[src/sdm_pkg.sv]
// package with constants and types for the serial duplex mode control
package sdm_pkg;
    localparam int          NUM_CH          = 2;
    localparam int          CLK_MHZ         = 250;
    localparam int          FLASH_MS        = 200;
    localparam int          FLASH_CYC       = CLK_MHZ * 1000 * FLASH_MS;
    localparam int          SINGLE_OFF_MULT = 5;
    localparam logic [15:0] SET_INDEX       = 16'h8000;
    localparam logic [7:0]  SET_SUB_ECHO    = 8'h06;
    localparam logic [1:0]  BUF_DEPTH       = 2'h2;

    typedef enum logic [2:0]
    {
        SDM_INIT,
        SDM_BOOT,
        SDM_PREOP,
        SDM_SAFEOP,
        SDM_OP
    } sdm_run_e;
endpackage

[src/sdm_duplex_ctrl.sv]
// line mode control for two differential serial channels
`timescale 1ns/10ps
module sdm_duplex_ctrl
    import sdm_pkg::*;
#(
    parameter int W         = 8,
    parameter int FLASH_LEN = FLASH_CYC
)
(
    input  wire logic                mclk,
    input  wire logic                sys_rst,
    input  wire sdm_run_e            run_state,
    input  wire logic [NUM_CH-1:0]   cfg_echo_sup,
    input  wire logic [NUM_CH-1:0]   cfg_p2p_mode_en,
    input  wire logic [NUM_CH-1:0]   tx_busy,
    input  wire logic [NUM_CH-1:0]   tx_queue_empty,
    input  wire logic [NUM_CH-1:0]   rx_line_active,
    input  wire logic [NUM_CH-1:0]   rx_in_valid,
    input  wire logic [NUM_CH*W-1:0] rx_in_data,
    output logic      [NUM_CH-1:0]   rx_in_ready,
    output logic      [NUM_CH-1:0]   rx_out_valid,
    output logic      [NUM_CH*W-1:0] rx_out_data,
    input  wire logic [NUM_CH-1:0]   rx_out_ready,
    output logic      [NUM_CH-1:0]   act_p2p,
    output logic      [NUM_CH-1:0]   act_echo_sup,
    output logic                     run_led,
    output logic                     tx_activity_ch1,
    output logic                     rx_activity_ch1,
    output logic                     tx_activity_ch2,
    output logic                     rx_activity_ch2
);
    // synchronised line activity
    logic [NUM_CH-1:0] rxa_s1;
    logic [NUM_CH-1:0] rxa_s2;
    // active settings
    logic [NUM_CH-1:0] p2p;
    logic [NUM_CH-1:0] echo;
    logic [NUM_CH-1:0] next_p2p;
    logic [NUM_CH-1:0] next_echo;
    // receive lockout after transmit
    logic [NUM_CH-1:0] lock;
    logic [NUM_CH-1:0] next_lock;
    // two entry buffers
    logic [W-1:0]      mem [NUM_CH][2];
    logic [W-1:0]      next_mem [NUM_CH][2];
    logic [1:0]        cnt [NUM_CH];
    logic [1:0]        next_cnt [NUM_CH];
    logic [NUM_CH-1:0] accept;
    logic [NUM_CH-1:0] next_in_ready;
    logic [NUM_CH-1:0] next_out_valid;
    logic [NUM_CH*W-1:0] next_out_data;
    // run light
    logic [31:0]       tick;
    logic [31:0]       next_tick;
    logic [2:0]        phase;
    logic [2:0]        next_phase;
    logic              next_run_led;
    logic [3:0]        next_act;

    always_ff @(posedge mclk)
    begin
        if (sys_rst)
        begin
            rxa_s1 <= '0;
            rxa_s2 <= '0;
        end
        else
        begin
            rxa_s1 <= rx_line_active;
            rxa_s2 <= rxa_s1;
        end
    end

    // settings, lockout and receive gating
    always_comb
    begin
        for (int c = 0; c < NUM_CH; c++)
        begin
            next_p2p[c]  = p2p[c];
            next_echo[c] = echo[c];
            // setting entry 8000h:06h drives cfg_echo_sup
            if (!tx_busy[c] && tx_queue_empty[c] && !rxa_s2[c])
            begin
                next_p2p[c]  = cfg_p2p_mode_en[c];
                next_echo[c] = cfg_echo_sup[c];
            end
            // receiver held off until last queued word has gone out
            next_lock[c] = p2p[c] && echo[c] && !(tx_queue_empty[c] && !tx_busy[c]);
            if (p2p[c])
                // full duplex: receive while sending unless locked out by echo suppression
                accept[c] = !lock[c];
            else if (echo[c])
                // bus: own echo dropped while sending
                accept[c] = !tx_busy[c];
            else
                // bus without suppression: echo passes too
                accept[c] = 1'b1;
        end
    end

    always_ff @(posedge mclk)
    begin
        if (sys_rst)
        begin
            p2p  <= '0;
            echo <= '0;
            lock <= '0;
        end
        else
        begin
            p2p  <= next_p2p;
            echo <= next_echo;
            lock <= next_lock;
        end
    end

    // buffers: dropped words are taken but not stored
    always_comb
    begin
        for (int c = 0; c < NUM_CH; c++)
        begin
            logic push;
            logic pop;
            push = 1'b0;
            pop  = 1'b0;
            next_mem[c][0] = mem[c][0];
            next_mem[c][1] = mem[c][1];
            next_cnt[c]    = cnt[c];
            pop  = rx_out_valid[c] && rx_out_ready[c];
            push = rx_in_valid[c] && rx_in_ready[c] && accept[c];
            if (pop)
            begin
                next_mem[c][0] = mem[c][1];
                next_cnt[c]    = cnt[c] - 2'h1;
            end
            if (push)
            begin
                next_mem[c][pop ? 32'(cnt[c]) - 1 : 32'(cnt[c])] = rx_in_data[c*W +: W];
                next_cnt[c] = next_cnt[c] + 2'h1;
            end
            next_in_ready[c]  = next_cnt[c] < BUF_DEPTH;
            next_out_valid[c] = next_cnt[c] != 2'h0;
            next_out_data[c*W +: W] = next_mem[c][0];
        end
    end

    always_ff @(posedge mclk)
    begin
        if (sys_rst)
        begin
            for (int c = 0; c < NUM_CH; c++)
            begin
                cnt[c]    <= 2'h0;
                mem[c][0] <= '0;
                mem[c][1] <= '0;
            end
            rx_in_ready  <= '0;
            rx_out_valid <= '0;
            rx_out_data  <= '0;
        end
        else
        begin
            cnt          <= next_cnt;
            mem          <= next_mem;
            rx_in_ready  <= next_in_ready;
            rx_out_valid <= next_out_valid;
            rx_out_data  <= next_out_data;
        end
    end

    // run light pattern
    always_comb
    begin
        next_tick  = tick + 32'h1;
        next_phase = phase;
        if (tick >= 32'(FLASH_LEN - 1))
        begin
            next_tick  = 32'h0;
            next_phase = (phase >= 3'(SINGLE_OFF_MULT)) ? 3'h0 : phase + 3'h1;
        end
        case (run_state)
            SDM_INIT:   next_run_led = 1'b0;
            SDM_BOOT:   next_run_led = 1'b0;
            SDM_PREOP:  next_run_led = !phase[0];
            SDM_SAFEOP: next_run_led = phase == 3'h0;
            SDM_OP:     next_run_led = 1'b1;
            default:    next_run_led = 1'b0;
        endcase
        next_act = {rxa_s2[1], tx_busy[1], rxa_s2[0], tx_busy[0]};
    end

    always_ff @(posedge mclk)
    begin
        if (sys_rst)
        begin
            tick            <= 32'h0;
            phase           <= 3'h0;
            run_led         <= 1'b0;
            tx_activity_ch1 <= 1'b0;
            rx_activity_ch1 <= 1'b0;
            tx_activity_ch2 <= 1'b0;
            rx_activity_ch2 <= 1'b0;
            act_p2p         <= '0;
            act_echo_sup    <= '0;
        end
        else
        begin
            tick            <= next_tick;
            phase           <= next_phase;
            run_led         <= next_run_led;
            tx_activity_ch1 <= next_act[0];
            rx_activity_ch1 <= next_act[1];
            tx_activity_ch2 <= next_act[2];
            rx_activity_ch2 <= next_act[3];
            act_p2p         <= next_p2p;
            act_echo_sup    <= next_echo;
        end
    end

    chk_op_led_on: assert property (@(posedge mclk) disable iff (sys_rst)
        run_state == SDM_OP |=> run_led)
        else $error("run light not on in op");
    chk_init_led_off: assert property (@(posedge mclk) disable iff (sys_rst)
        run_state == SDM_INIT |=> !run_led)
        else $error("run light not off in init");
    chk_boot_led_off: assert property (@(posedge mclk) disable iff (sys_rst)
        run_state == SDM_BOOT |=> !run_led)
        else $error("run light not off in boot");

    chk_tx_light: assert property (@(posedge mclk) disable iff (sys_rst)
        tx_busy[0] |=> tx_activity_ch1)
        else $error("tx light ch1 missing");
    chk_tx_light2: assert property (@(posedge mclk) disable iff (sys_rst)
        tx_busy[1] |=> tx_activity_ch2)
        else $error("tx light ch2 missing");
    chk_tx_dark: assert property (@(posedge mclk) disable iff (sys_rst)
        !tx_busy[0] |=> !tx_activity_ch1)
        else $error("tx light ch1 lit while idle");
    chk_rx_light: assert property (@(posedge mclk) disable iff (sys_rst)
        rx_line_active[0] [*3] |=> rx_activity_ch1)
        else $error("rx light ch1 missing");
    chk_rx_light2: assert property (@(posedge mclk) disable iff (sys_rst)
        rx_line_active[1] [*3] |=> rx_activity_ch2)
        else $error("rx light ch2 missing");
    chk_rx_dark: assert property (@(posedge mclk) disable iff (sys_rst)
        !rx_line_active[0] [*3] |=> !rx_activity_ch1)
        else $error("rx light ch1 lit while line idle");

    chk_echo_drop: assert property (@(posedge mclk) disable iff (sys_rst)
        !p2p[0] && echo[0] && tx_busy[0] && rx_in_valid[0] && rx_in_ready[0]
        |=> cnt[0] <= $past(cnt[0]))
        else $error("own echo stored");
    chk_echo_drop1: assert property (@(posedge mclk) disable iff (sys_rst)
        !p2p[1] && echo[1] && tx_busy[1] && rx_in_valid[1] && rx_in_ready[1]
        |=> cnt[1] <= $past(cnt[1]))
        else $error("word stored while ch2 sends");
    chk_lock_drop: assert property (@(posedge mclk) disable iff (sys_rst)
        p2p[0] && lock[0] && rx_in_valid[0] && rx_in_ready[0] && !rx_out_ready[0]
        |=> cnt[0] == $past(cnt[0]))
        else $error("word stored while locked");
    chk_bus_keep: assert property (@(posedge mclk) disable iff (sys_rst)
        !p2p[0] && !echo[0] && rx_in_valid[0] && rx_in_ready[0] && !rx_out_ready[0]
        |=> cnt[0] == $past(cnt[0]) + 2'h1)
        else $error("bus word lost");
    chk_duplex_keep: assert property (@(posedge mclk) disable iff (sys_rst)
        p2p[0] && !echo[0] && rx_in_valid[0] && rx_in_ready[0] && !rx_out_ready[0]
        |=> cnt[0] == $past(cnt[0]) + 2'h1)
        else $error("full duplex word lost");
    chk_lock_set: assert property (@(posedge mclk) disable iff (sys_rst)
        p2p[0] && echo[0] && tx_busy[0] |=> lock[0])
        else $error("receiver not locked while sending");
    chk_lock_clear: assert property (@(posedge mclk) disable iff (sys_rst)
        p2p[0] && echo[0] && !tx_busy[0] && tx_queue_empty[0] |=> !lock[0])
        else $error("receiver still locked after sending");

    chk_idle_apply: assert property (@(posedge mclk) disable iff (sys_rst)
        tx_busy[0] |=> $stable(p2p[0]) && $stable(echo[0]))
        else $error("setting changed while busy");
    chk_settings_apply: assert property (@(posedge mclk) disable iff (sys_rst)
        !tx_busy[0] && tx_queue_empty[0] && !rxa_s2[0]
        |=> p2p[0] == $past(cfg_p2p_mode_en[0]) && echo[0] == $past(cfg_echo_sup[0]))
        else $error("setting not applied while idle");
    chk_buf_bound: assert property (@(posedge mclk) disable iff (sys_rst)
        cnt[0] <= BUF_DEPTH && ($past(sys_rst) || rx_in_ready[0] == (cnt[0] < BUF_DEPTH)))
        else $error("buffer count bad");

    cov_full_duplex: cover property (@(posedge mclk) p2p[0] && tx_busy[0] && rx_out_valid[0]);
    cov_bus_echo: cover property (@(posedge mclk) !p2p[0] && !echo[0] && tx_busy[0]
        && rx_in_valid[0]);
    cov_buf_full: cover property (@(posedge mclk) cnt[0] == BUF_DEPTH);
    cov_lockout: cover property (@(posedge mclk) lock[1] ##1 !lock[1]);
    cov_safeop_flash: cover property (@(posedge mclk) run_state == SDM_SAFEOP
        && run_led);
endmodule

[config.mk]
export PLATFORM = sky130hd
export DESIGN_NAME = sdm_duplex_ctrl
export DESIGN_NICKNAME = d
export VERILOG_FILES = /design/src/sdm_pkg.sv /design/src/sdm_duplex_ctrl.sv
export SDC_FILE = /design/constraint.sdc
export NUM_CORES = 1
export LEC_CHECK = 0
export BUFFER_PORTS_ARGS = -buffer_cell sky130_fd_sc_hd__buf_2
export CAP_MARGIN = 25
export CORE_ASPECT_RATIO = 1.75
export CORE_MARGIN = 2
export CORE_UTILIZATION = 55
export CTS_CLUSTER_DIAMETER = 50
export DETAILED_ROUTE_END_ITERATION = 12
export PLACE_DENSITY = 0.78
export SLEW_MARGIN = 20
export SYNTH_ARGS = -nofsm -noshare
export SYNTH_HDL_FRONTEND = slang
export SYNTH_SLANG_ARGS = --single-unit
[constraint.sdc]
create_clock -name mclk -period 4.73 [get_ports mclk]
set_clock_uncertainty 0.2 [all_clocks]
set_input_delay 0.473 -clock mclk [delete_from_list [all_inputs] [get_ports mclk]]
set_output_delay 0.473 -clock mclk [all_outputs]
set_load 0.02 [all_outputs]
==> results of run 1 <==
-- layout make-up --
| class | count | share of cell area, % |
|---|---|---|
| clock buffer | 13 | 5.57 |
| timing repair buffer | 65 | 7.50 |
| inverter | 10 | 0.804 |
| sequential | 90 | 38.6 |
| clock inverter | 3 | 0.509 |
| multi-input combinational | 294 | 44.7 |
| tap | 86 | 2.30 |
-- layout by cell type (no fill, tap or decap), types with 11 or more instances in the layout --
cell | Yosys | final
dfxtp_1 | 90 | 90
mux2_2 | 18 | 18
nor2_4 | 18 | 18
mux2i_1 | 34 | 34
nor3_1 | 11 | 11
nand2_1 | 24 | 24
a21oi_1 | 11 | 11
buf_2 | 0 | 63
nor2b_1 | 11 | 11
xor2_1 | 12 | 12
xnor2_1 | 11 | 11
nor2_1 | 59 | 59
-- synth_stat cells (3+ instances only) --
cell,number
xor2_1,12
nand2_1,24
and4_1,3
xnor2_1,11
o221a_2,4
dfxtp_1,90
nor3b_1,4
nor2_4,18
nand4_1,10
nand2b_1,3
mux2_2,18
ha_1,8
mux2i_1,34
and2_1,3
buf_4,16
nor2b_1,11
a21oi_1,11
nand3_1,7
nor3_1,11
nor2_1,59
inv_1,10
clkbuf_1,12
o21ai_0,7
-- kinds of logic (layout without fill, tap and decap cells) --
group	count (synthesis)	after routing	synth area share, %
compound gates	35	35	6.21
xor+xnor	23	23	4.88
fa+ha+maj	8	8	2.42
buf+inv	42	91	6.24
flops	90	90	43.6
mux	52	52	13.2
other cells	1	6	0.0908
simple gates	170	170	23.4
-- metal layers --
metal / vias up / part of all wire (%)
li1: 1525 / -
met2: 79 / 54
met4: 0 / 3.1
met3: 20 / 4.6
met5: - / 0
met1: 1468 / 38
-- power by group --
part	switching [W]	leakage (nW)	internal (W)
Sequential	0.0000429	0.733	0.000832
Combinational	0.000272	0.920	0.000207
Clock	0.000282	0.132	0.000386
Total	0.000597	1.79	0.00142
-- stage by stage --
step                      worst slack, ns  instances  utilization (%)
after CTS                            2.02        560             64.2
final                                2.07        561             64.6
after global routing                 1.93        561             64.6
after detailed placement             2.03        544             60.3
after global placement               2.11        544             60.3
after floorplan                      2.29        426                -
-- path summary, 6_finish.rpt --
path	cells after the start	start	end	slack [ns]
setup / recovery	6	tick[7]	tick[6]	2.07
hold / removal	2	rx_line_active[0]	rxa_s1[0]	0.16
setup reg to reg	6	tick[7]	tick[6]	2.07
hold reg to reg	1	rxa_s1[1]	rxa_s2[1]	0.24
==> run summary, run 1 <==
The flow ran to the end, and the final reports show no timing, DRC or antenna violations. The total overflow left after global routing is 0. In this run the remaining antenna-violating nets after routing total 0.

The type of the worst setup path is register to register. In the final routed layout, each cell accounts on average for 13.8 µm. Global routing used 20.0% of the available tracks. The run gives 4670 µm² as the area of all placed cells without fillers.

Traced cell by cell, the critical path runs through or4_1 > a211oi_2 > o21ai_2 > or3_2 > buf_16 > nor2_1. STA classifies the critical path startpoint as a register. The tool flagged a number of max-cap violations equal to 0. Number of DRC violations after detailed-routing iteration 0: 186.

The die covers 8240 µm². The die height was 119 µm; the number of port buffers was 63. The headroom to the max-slew limit is 51.9%, and the average via count per standard cell is 5.51. The final clock period utilization by the worst path is 56.2%. The number of buffers inserted during clock tree synthesis is 9. For this design the top-level I/O count stands at 64. In this run the power density over the cells is 433 nW/µm². The number of buffers on the longest clock path was 2; the maximum single-stage delay on the critical path was 0.72 ns. Across the VDD grid, the largest voltage drop is 0.216 mV. The most used flip-flop cell after synthesis is dfxtp_1. The tools report the number of global-route vias before repair as 3080. After detailed placement, the total cell area comes to 4360 µm².

At the pin with the least slew margin, the transition time is 0.711 ns. After clock tree synthesis, the clock-pin slew on the worst setup and hold paths is 0.06 ns. After detailed routing, the total wire length is 7.76 mm. The wire-length estimate of the detail-placed layout is 5.51 mm.

The number of enable-type register cells in the synthesized netlist is 0, and the hold buffer count at CTS is 0. For the finished layout, the period the worst path requires is 2.66 ns. For this run, global-route usage on met2 was measured as 36.7%. The logs give 4.77% for the global routing usage on met3 and 43.6% for the sequential element share of the synthesized area.

In this run the biggest area consumer among cell types represents 43.6% of the synthesized area. The global routing stage identified its most utilized layer as met2. Compared with the post-synthesis result, the final layout area differs by 13.1%. The count of distinct cell types in the synthesized netlist was 50; the worst path buffer plus inverter count was 1. The largest net degree at the start of global routing was 64; the count of H-tree levels built during CTS was 3. For the post-CTS setup buffer count, the log shows 0. The worst hold path belongs to the class input port to register.

Routability-driven placement finished with a final weighted congestion of 0.811. The detailed router placed 3092 vias in this run. The logs give 0 for the number of gates resized after CTS and 41 for the placement row count. The data required time at the worst endpoint came out at 4.80 ns. The logs give 2090 µm² for the area of the multi-input gates and 7230 µm² for the area of the core.

TritonCTS built the clock tree. Number of max-slew violations in the final report: 0. In the final layout, flip-flops and latches occupy 1800 µm².

Yosys printed 0 warnings. The cell count after synthesis came out at 421. The fraction of final layout cells with drive strength greater than 1 came out at 27.2%. Counting flops and latches in the post-synthesis netlist gives 90. The logs give 608 for the number of filler cells placed in the layout and 0 ns for the total negative slack. The family of cells with the greatest summed delay on the critical path is simple AND/OR/NAND/NOR gates. 0 antenna diodes ended up in the layout. Clock tree synthesis found a total of 90 sinks.

The final number of hold-violating endpoints was 0; the number of setup violations in the final report was 0. In the routed design, unresolved DRC markers number 0. The tools report the worst hold slack as 0.164 ns. The logs give 0.34 ns for the clock latency reported for the late side of the worst-skew pair and 0.00202 W for the post-route total power. The arrival time of the worst setup path is 2.73 ns. From left edge to right edge, the die measures 69.5 µm.

After synthesis the cells add up to 4130 µm². Cell with the largest stage delay on the worst path: or3_2. The run gives 1.79 nW as the total leakage power. The clock root buffer was clkbuf_16.

The most area-hungry cell type in the Yosys netlist was dfxtp_1. In the final design database the tool counted 513 nets. By area the synthesized netlist is led by dfxtp_1 44%, mux2i_1 8.2%, nor2_1 5.4%, mux2_2 4.9%, nor2_4 4.9%. For the number of antenna violations at the first check in global routing, the log shows 0. For this run, the detailed router's first-pass iteration total came to 4.

The fraction of registers with async set/reset is 0%. The logs give 20.8% for the met1 layer usage reported by global route and 57.1% for the starting utilization of the core area. Setup repair after global routing left no endpoint under its margin.

The synthesized area per cell is 9.81 µm², and the peak fanout along the critical path is 15. The first global-routing pass estimated 13.4 mm of wire. Top achievable clock speed: 0.376 GHz. The tools report the endpoint type of the worst setup path as a register.
Power figures use the tool's default switching activity.
==> run 2: changes to the inputs <==
==> constraint.sdc (replaced) <==
create_clock -name mclk -period 2.7 [get_ports mclk]
set_clock_uncertainty 0.2 [all_clocks]
set_input_delay 0.27 -clock mclk [delete_from_list [all_inputs] [get_ports mclk]]
set_output_delay 0.27 -clock mclk [all_outputs]
set_load 0.02 [all_outputs]
==> run 2 against run 1 <==
Against the previous run:
- routed wire length increased by 3.7%
- fmax increased by 13%
- worst hold slack got worse by 0.15 ns
- non-clock buffer count increased by 29
- sequential cell count unchanged
- register-to-register slack got worse by 1.7 ns
- largest cell class unchanged
- clock power increased by 93%
- power increased by 83%
- worst setup slack got worse by 1.7 ns
- global-route usage increased by 0.83 points
- critical path type unchanged
- design area increased by 6.6%
==> run summary, run 2 (same netlist as run 1, synthesis figures left out) <==
The final clock period utilization by the worst path was 87.0%. The number of antenna violations at the first check in global routing is 0. Number of antenna diodes: 0. The run gives 3163 as the number of global-route vias before repair.

The worst hold path was traced through 4 stages. The initial utilization of the core area, before any placement, comes to 57.1%. After the last flow step, the layout net total stands at 542. Of the cells placed in the final design, the portion with a size suffix greater than 1 is 26.4%.

The class of the worst hold path is input port to register. The worst setup path is of the register to register kind. Power spread over the standard cell area amounts to 745 nW/µm².

Data arrives at the worst endpoint at 2.43 ns. After floorplanning, the core was divided into 41 placement rows. Routability-driven placement finished with a final weighted congestion of 0.856.

The area added between synthesis and finish came out at 20.5%. Post-CTS repair changed the size of 0 cells. The most common cell after layout, fill and taps aside is dfxtp_1.

Adding up every negative setup slack in the final design gives 0 ns. VDD sags by at most 0.350 mV. STA classifies the critical path startpoint as a register. In this run the worst path has a maximum fanout of 26. Traced cell by cell, the critical path runs through or4_1 > a211oi_2 > o21ai_2 > or3_2 > buf_12 > nor2_4. The minimum clock period after layout is 2.35 ns. In the layout the commonest cells are 90 x dfxtp_1, 63 x buf_2, 59 x nor2_1, 34 x mux2i_1, 25 x dlygate4sd3_1. The number of top-level pins came out at 64. The worst setup path is captured at a register. The tools report the total die area as 8240 µm². Setup violations remaining at the end of the flow were counted as 0. In this run the critical register-to-register path is launched from tick[7]. The capturing point of the worst reg2reg path is tick[12]. The number of cells traversed by the worst register-to-register path came out at 6. The logs give 0.35 ns for the minimum setup slack among reg-to-reg paths and 0 for the final number of hold-violating endpoints.

The flow ran to the end, and the final reports show no timing, DRC or antenna violations. The run gives 20.9% as the all-layer global routing usage. The first global-routing pass estimated 13.9 mm of wire. Final hold analysis gives a worst-case slack of 0.0154 ns.

On the worst path, the slowest cell contributes a delay of 0.55 ns. The cell sitting at the root of the clock tree is a clkbuf_16. The average via count per standard cell came out at 5.26. The die height was 119 µm; the number of DRC violations after detailed-routing iteration 0 was 148. The detail route stage leaves a number of antenna-violating nets equal to 0. Clock-pin slew was measured on the worst setup and hold paths at 0.06 ns. TritonCTS built the clock tree. The cell family contributing the most delay on the critical path is simple AND/OR/NAND/NOR gates. After global routing the overflow that remains totals 0.

Among all stages on the critical path, the largest delay is contributed by or4_1. The floorplan step set the die width to 69.5 µm. Post-CTS setup buffer count: 0.

The largest net degree at the start of global routing is 46. The worst path buffer plus inverter count was 1; the remaining routing DRC violations was 0. The area of the core is 7230 µm², and the number of port buffers is 63. The hold buffer count at CTS came out at 25. The sum of routed wire length over all layers was 8.05 mm; the number of clock sinks was 90.

The reported max-cap violation count was 0; the total leakage power was 1.93 nW. The startpoint of the most critical hold path was run_state[1]. The count of vias placed by the detailed router was 3105.

STA puts the critical path data required time at 2.78 ns. The later pin in the worst-skew pair is clocked with a latency of 0.34 ns. The HPWL reported at the end of detailed placement is 5.50 mm. In this run, CTS created clock tree buffers numbering 9. The count of H-tree levels built during CTS is 3, and the post-route total power is 0.00371 W.

The logs give 6 for the count of TritonRoute iterations in the first routing pass and 0.425 GHz for the top achievable clock speed. For the number of max-slew violations in the final report, the log shows 0. Setup repair after global routing left no endpoint under its margin. After detailed routing, the average wire length per cell comes to 13.6 µm. The worst hold path terminates at run_led. For the number of buffers on the longest clock path, the log shows 2.
run 2: changes by cell type in the layout (fill, tap and decap cells not counted):
cell,change
buf_12,+1
buf_16,-1
buf_4,+4
bufinv_16,+1
clkbuf_8,+2
clkinv_4,-1
clkinvlp_4,-2
dlygate4sd3_1,+25
run 2: cell type report:
class / instances / area, µm²
Multi-Input combinational cell: 294 / 2090
Timing Repair Buffer: 94 / 623
Inverter: 10 / 37.5
Clock buffer: 15 / 288
Sequential cell: 90 / 1800
Fill cell: 550 / 2260
Clock inverter: 1 / 30.0
Tap cell: 86 / 108
run 2: how the worst max path moves through the flow:
stage | from | end | slack [ns] | cells after the start
after floorplan | rx_out_valid[0] | register | 0.31 | 10
after global routing | tick[7] | tick[2] | 0.26 | 6
after global placement | tick[7] | tick[4] | 0.42 | 6
final | tick[7] | tick[12] | 0.35 | 6
after CTS | tick[7] | tick[5] | 0.35 | 6
after detailed placement | tick[7] | tick[5] | 0.36 | 6
run 2: report_power, final:
part | internal [W] | switching (W) | leakage, nW
Sequential | 0.00146 | 0.0000752 | 0.733
Combinational | 0.000394 | 0.000485 | 1.04
Clock | 0.000819 | 0.000476 | 0.156
run 2: per-stage QoR:
stage	cells	util, %	setup WS, ns	cell area [µm²]
6_report	590	68.8	0.350	4980
5_1_grt	590	68.8	0.257	4980
4_1_cts	590	68.8	0.348	4980
3_5_place_dp	549	61.0	0.362	4410
3_3_place_gp	549	61.0	0.421	4410
2_1_floorplan	426	-	0.313	4150
run 2: worst register-to-register path, delay by kind of cell (launching register included):
kind	cells	cell delay, ns
buffers and inverters	1	0.21
and+or+nand+nor	3	1.16
DFF	1	0.37
AOI/OAI and AO/OA	2	0.36
run 2: per-layer routing:
metal | up-vias | GRT usage, % | wire length [µm]
li1 | 1584 | - | -
met3 | 17 | 5.37 | 370
met5 | - | 0 | 0
met4 | 0 | 10.7 | 223
met1 | 1430 | 22.0 | 3230
met2 | 74 | 37.5 | 4220
==> run 3: changes to the inputs <==
--- a/config.mk
+++ b/config.mk
@@ -9,10 +9,10 @@
 export CAP_MARGIN = 25
 export CORE_ASPECT_RATIO = 1.75
 export CORE_MARGIN = 2
-export CORE_UTILIZATION = 55
+export CORE_UTILIZATION = 56
 export CTS_CLUSTER_DIAMETER = 50
 export DETAILED_ROUTE_END_ITERATION = 12
-export PLACE_DENSITY = 0.78
+export PLACE_DENSITY = 0.79
 export SLEW_MARGIN = 20
 export SYNTH_ARGS = -nofsm -noshare
 export SYNTH_HDL_FRONTEND = slang
==> run 3 against run 2 <==
Against the previous run:
- register-to-register slack about the same
- non-clock buffer count decreased by 2
- worst hold slack got worse by 0.0037 ns
- sequential share of layout area increased by 0.37 points
- global-route usage increased by 1.5 points
- cell count decreased by 0.51%
- sequential cell count unchanged
- utilization decreased by 0.21 points
- combinational power increased by 1%
- design area decreased by 1.0%
- sequential power about the same
- routed wire length increased by 9.5%
==> run summary, run 3 (same netlist as run 1, synthesis figures left out) <==
The class of the worst hold path is input port to register. The worst setup path is captured at a register. For the final number of hold-violating endpoints, the log shows 0. The number of setup violations in the final report is 0, and the final clock period utilization by the worst path is 87.5%. The tools report the reported max-cap violation count as 0.

The tools report the count of vias placed by the detailed router as 3179. The starting utilization of the core area came out at 57.5%. Measured against its own limit, the worst slew margin works out to 58.7%.

Leaving out filler cells and counting taps, the final layout contains 587. The detailed router finished its first iteration with 211 violations. Relative to the synthesized area, the layout overhead comes to 19.3%. 64 I/O pins were placed. The number of filler cells placed in the layout is 559, and the number of cells traversed by the worst register-to-register path is 6. Area of the multi-input gates: 2090 µm². At the worst endpoint, the arrival time is 2.44 ns.

The HPWL reported at the end of detailed placement came out at 5.55 mm. At the end of routability-driven placement, the weighted congestion stood at 0.845. For this design the ratio of total power to cell area is 742 nW/µm².

The minimum clock period after layout came out at 2.36 ns. Setup repair after global routing left no endpoint under its margin. The total overflow reported by the global router is 0. The number of gates resized after CTS was 0.

Across all hold checks on the routed design, the worst slack comes to 0.0117 ns. The die height is 118 µm, and the sum of routed wire length over all layers is 8.81 mm. Entering global routing, the biggest net connects 63 pins. The launching instance or port of the critical path was tick[7]. TritonCTS built the clock tree. Global routing used 22.4% of the available tracks across all layers. For the pin with the worst max-slew slack, the measured transition is 0.620 ns. The final layout contains 540 nets. 0 antenna diodes ended up in the layout.

The number of max-slew violations in the final report was 0. Total leakage power: 1.90 nW. Type of the worst setup path: register to register. The tools report the clock root buffer as clkbuf_16.

The horizontal die dimension came out at 68.9 µm. The worst register-to-register path begins at tick[7]. Capturing point of the worst reg2reg path: tick[25]. The tools report the startpoint type of the worst setup path as a register. Based on the critical path, the design can be clocked at up to 0.423 GHz. At the worst endpoint, the required time is 2.78 ns. The die covers 8100 µm². The first-pass GRT wire length is 13.9 mm.

The minimum setup slack among reg-to-reg paths is 0.34 ns. The run gives 0 as the number of routed nets with antenna violations. The critical path ends at tick[25]. The peak fanout along the critical path is 26, and the number of global-route vias before repair is 3223. Leaving out fill and tap cells, the most frequent cell in the layout is dfxtp_1. Across the whole layout, storage elements account for 1800 µm². The clock-pin slew of the registers on the worst-case setup and hold paths was 0.06 ns. The logs give 3 for the count of H-tree levels built during CTS and 0 for the remaining routing DRC violations. The fraction of final layout cells with drive strength greater than 1 is 26.1%, and the placement row count is 41.

Port buffering added 63 buffers. The core region is 7180 µm². The run finished with clean final reports. In the layout the commonest cells are 90 x dfxtp_1, 63 x buf_2, 59 x nor2_1, 34 x mux2i_1, 24 x nand2_1. At the end of the flow the core is filled with cells to 68.6%.

Buffers inserted during clock tree synthesis total 9. The clock passes through at most 2 buffers. Number of cells in the design after placement: 549.

The total negative slack was 0 ns; the number of clock sinks was 90. The clock reaches the later pin of the worst-skew pair after 0.34 ns. The routed wirelength normalized by instance count works out to 15.0 µm. The average via count per standard cell was 5.42; the maximum VDD drop was 0.418 mV.

The count of TritonRoute iterations in the first routing pass was 4. The number of antenna violations at the first check in global routing was 0.
run 3: report_power, final:
group	total, W	switching [W]	internal [W]
clock network	0.00122	0.000483	0.000738
logic	0.000891	0.000498	0.000393
registers	0.00154	0.0000858	0.00146
run 3: critical path, cell delays in order, from the launching register on:
cell	delay, ns
dfxtp_1	0.37
or4_1	0.56
a211oi_2	0.23
o21ai_2	0.13
or3_2	0.46
buf_12	0.21
nor2_4	0.12
run 3: cell type report:
class | count | area share, %
Clock buffer | 13 | 5.08
Sequential cell | 90 | 36.6
Multi-Input combinational cell | 294 | 42.4
Inverter | 10 | 0.762
Timing Repair Buffer | 92 | 12.2
Clock inverter | 2 | 0.762
Tap cell | 86 | 2.18
run 3: worst min-delay path by stage:
stage | startpoint | end | slack [ns] | depth (start not counted)
floorplan | rx_line_active[0] | rxa_s1[0] | 0.20 | 1
global placement | rxa_s1[1] | rxa_s2[1] | 0.22 | 1
detailed placement | rxa_s1[0] | rxa_s2[0] | 0.23 | 1
CTS | rx_in_data[9] | rx_out_data[9] | 0.006 | 3
global route | rx_in_data[9] | register | 0.02 | 3
finish | rx_in_data[9] | rx_out_data[9] | 0.01 | 3
run 3: what timing repair did:
item	CTS	global route
hold endpoints to repair	29	0
setup buffers	0	0
hold buffers	23	0
run 3: layer usage:
layer	up-vias	track usage, %	wire (µm)
met2	94	40.7	4830
met3	20	6.02	435
met5	-	0	0
met1	1497	22.3	3330
li1	1568	-	-
met4	0	10.0	214
run 3: metrics by stage:
| step | cell area [µm²] | worst slack, ns | power, W |
|---|---|---|---|
| final | 4930 | 0.338 | 0.00366 |
| after global placement | 4410 | 0.422 | 0.00237 |
| after floorplan | 4150 | 0.313 | 0.00224 |
| after CTS | 4930 | 0.346 | 0.00365 |
| after global routing | 4930 | 0.218 | 0.00382 |
| after detailed placement | 4410 | 0.376 | 0.00242 |
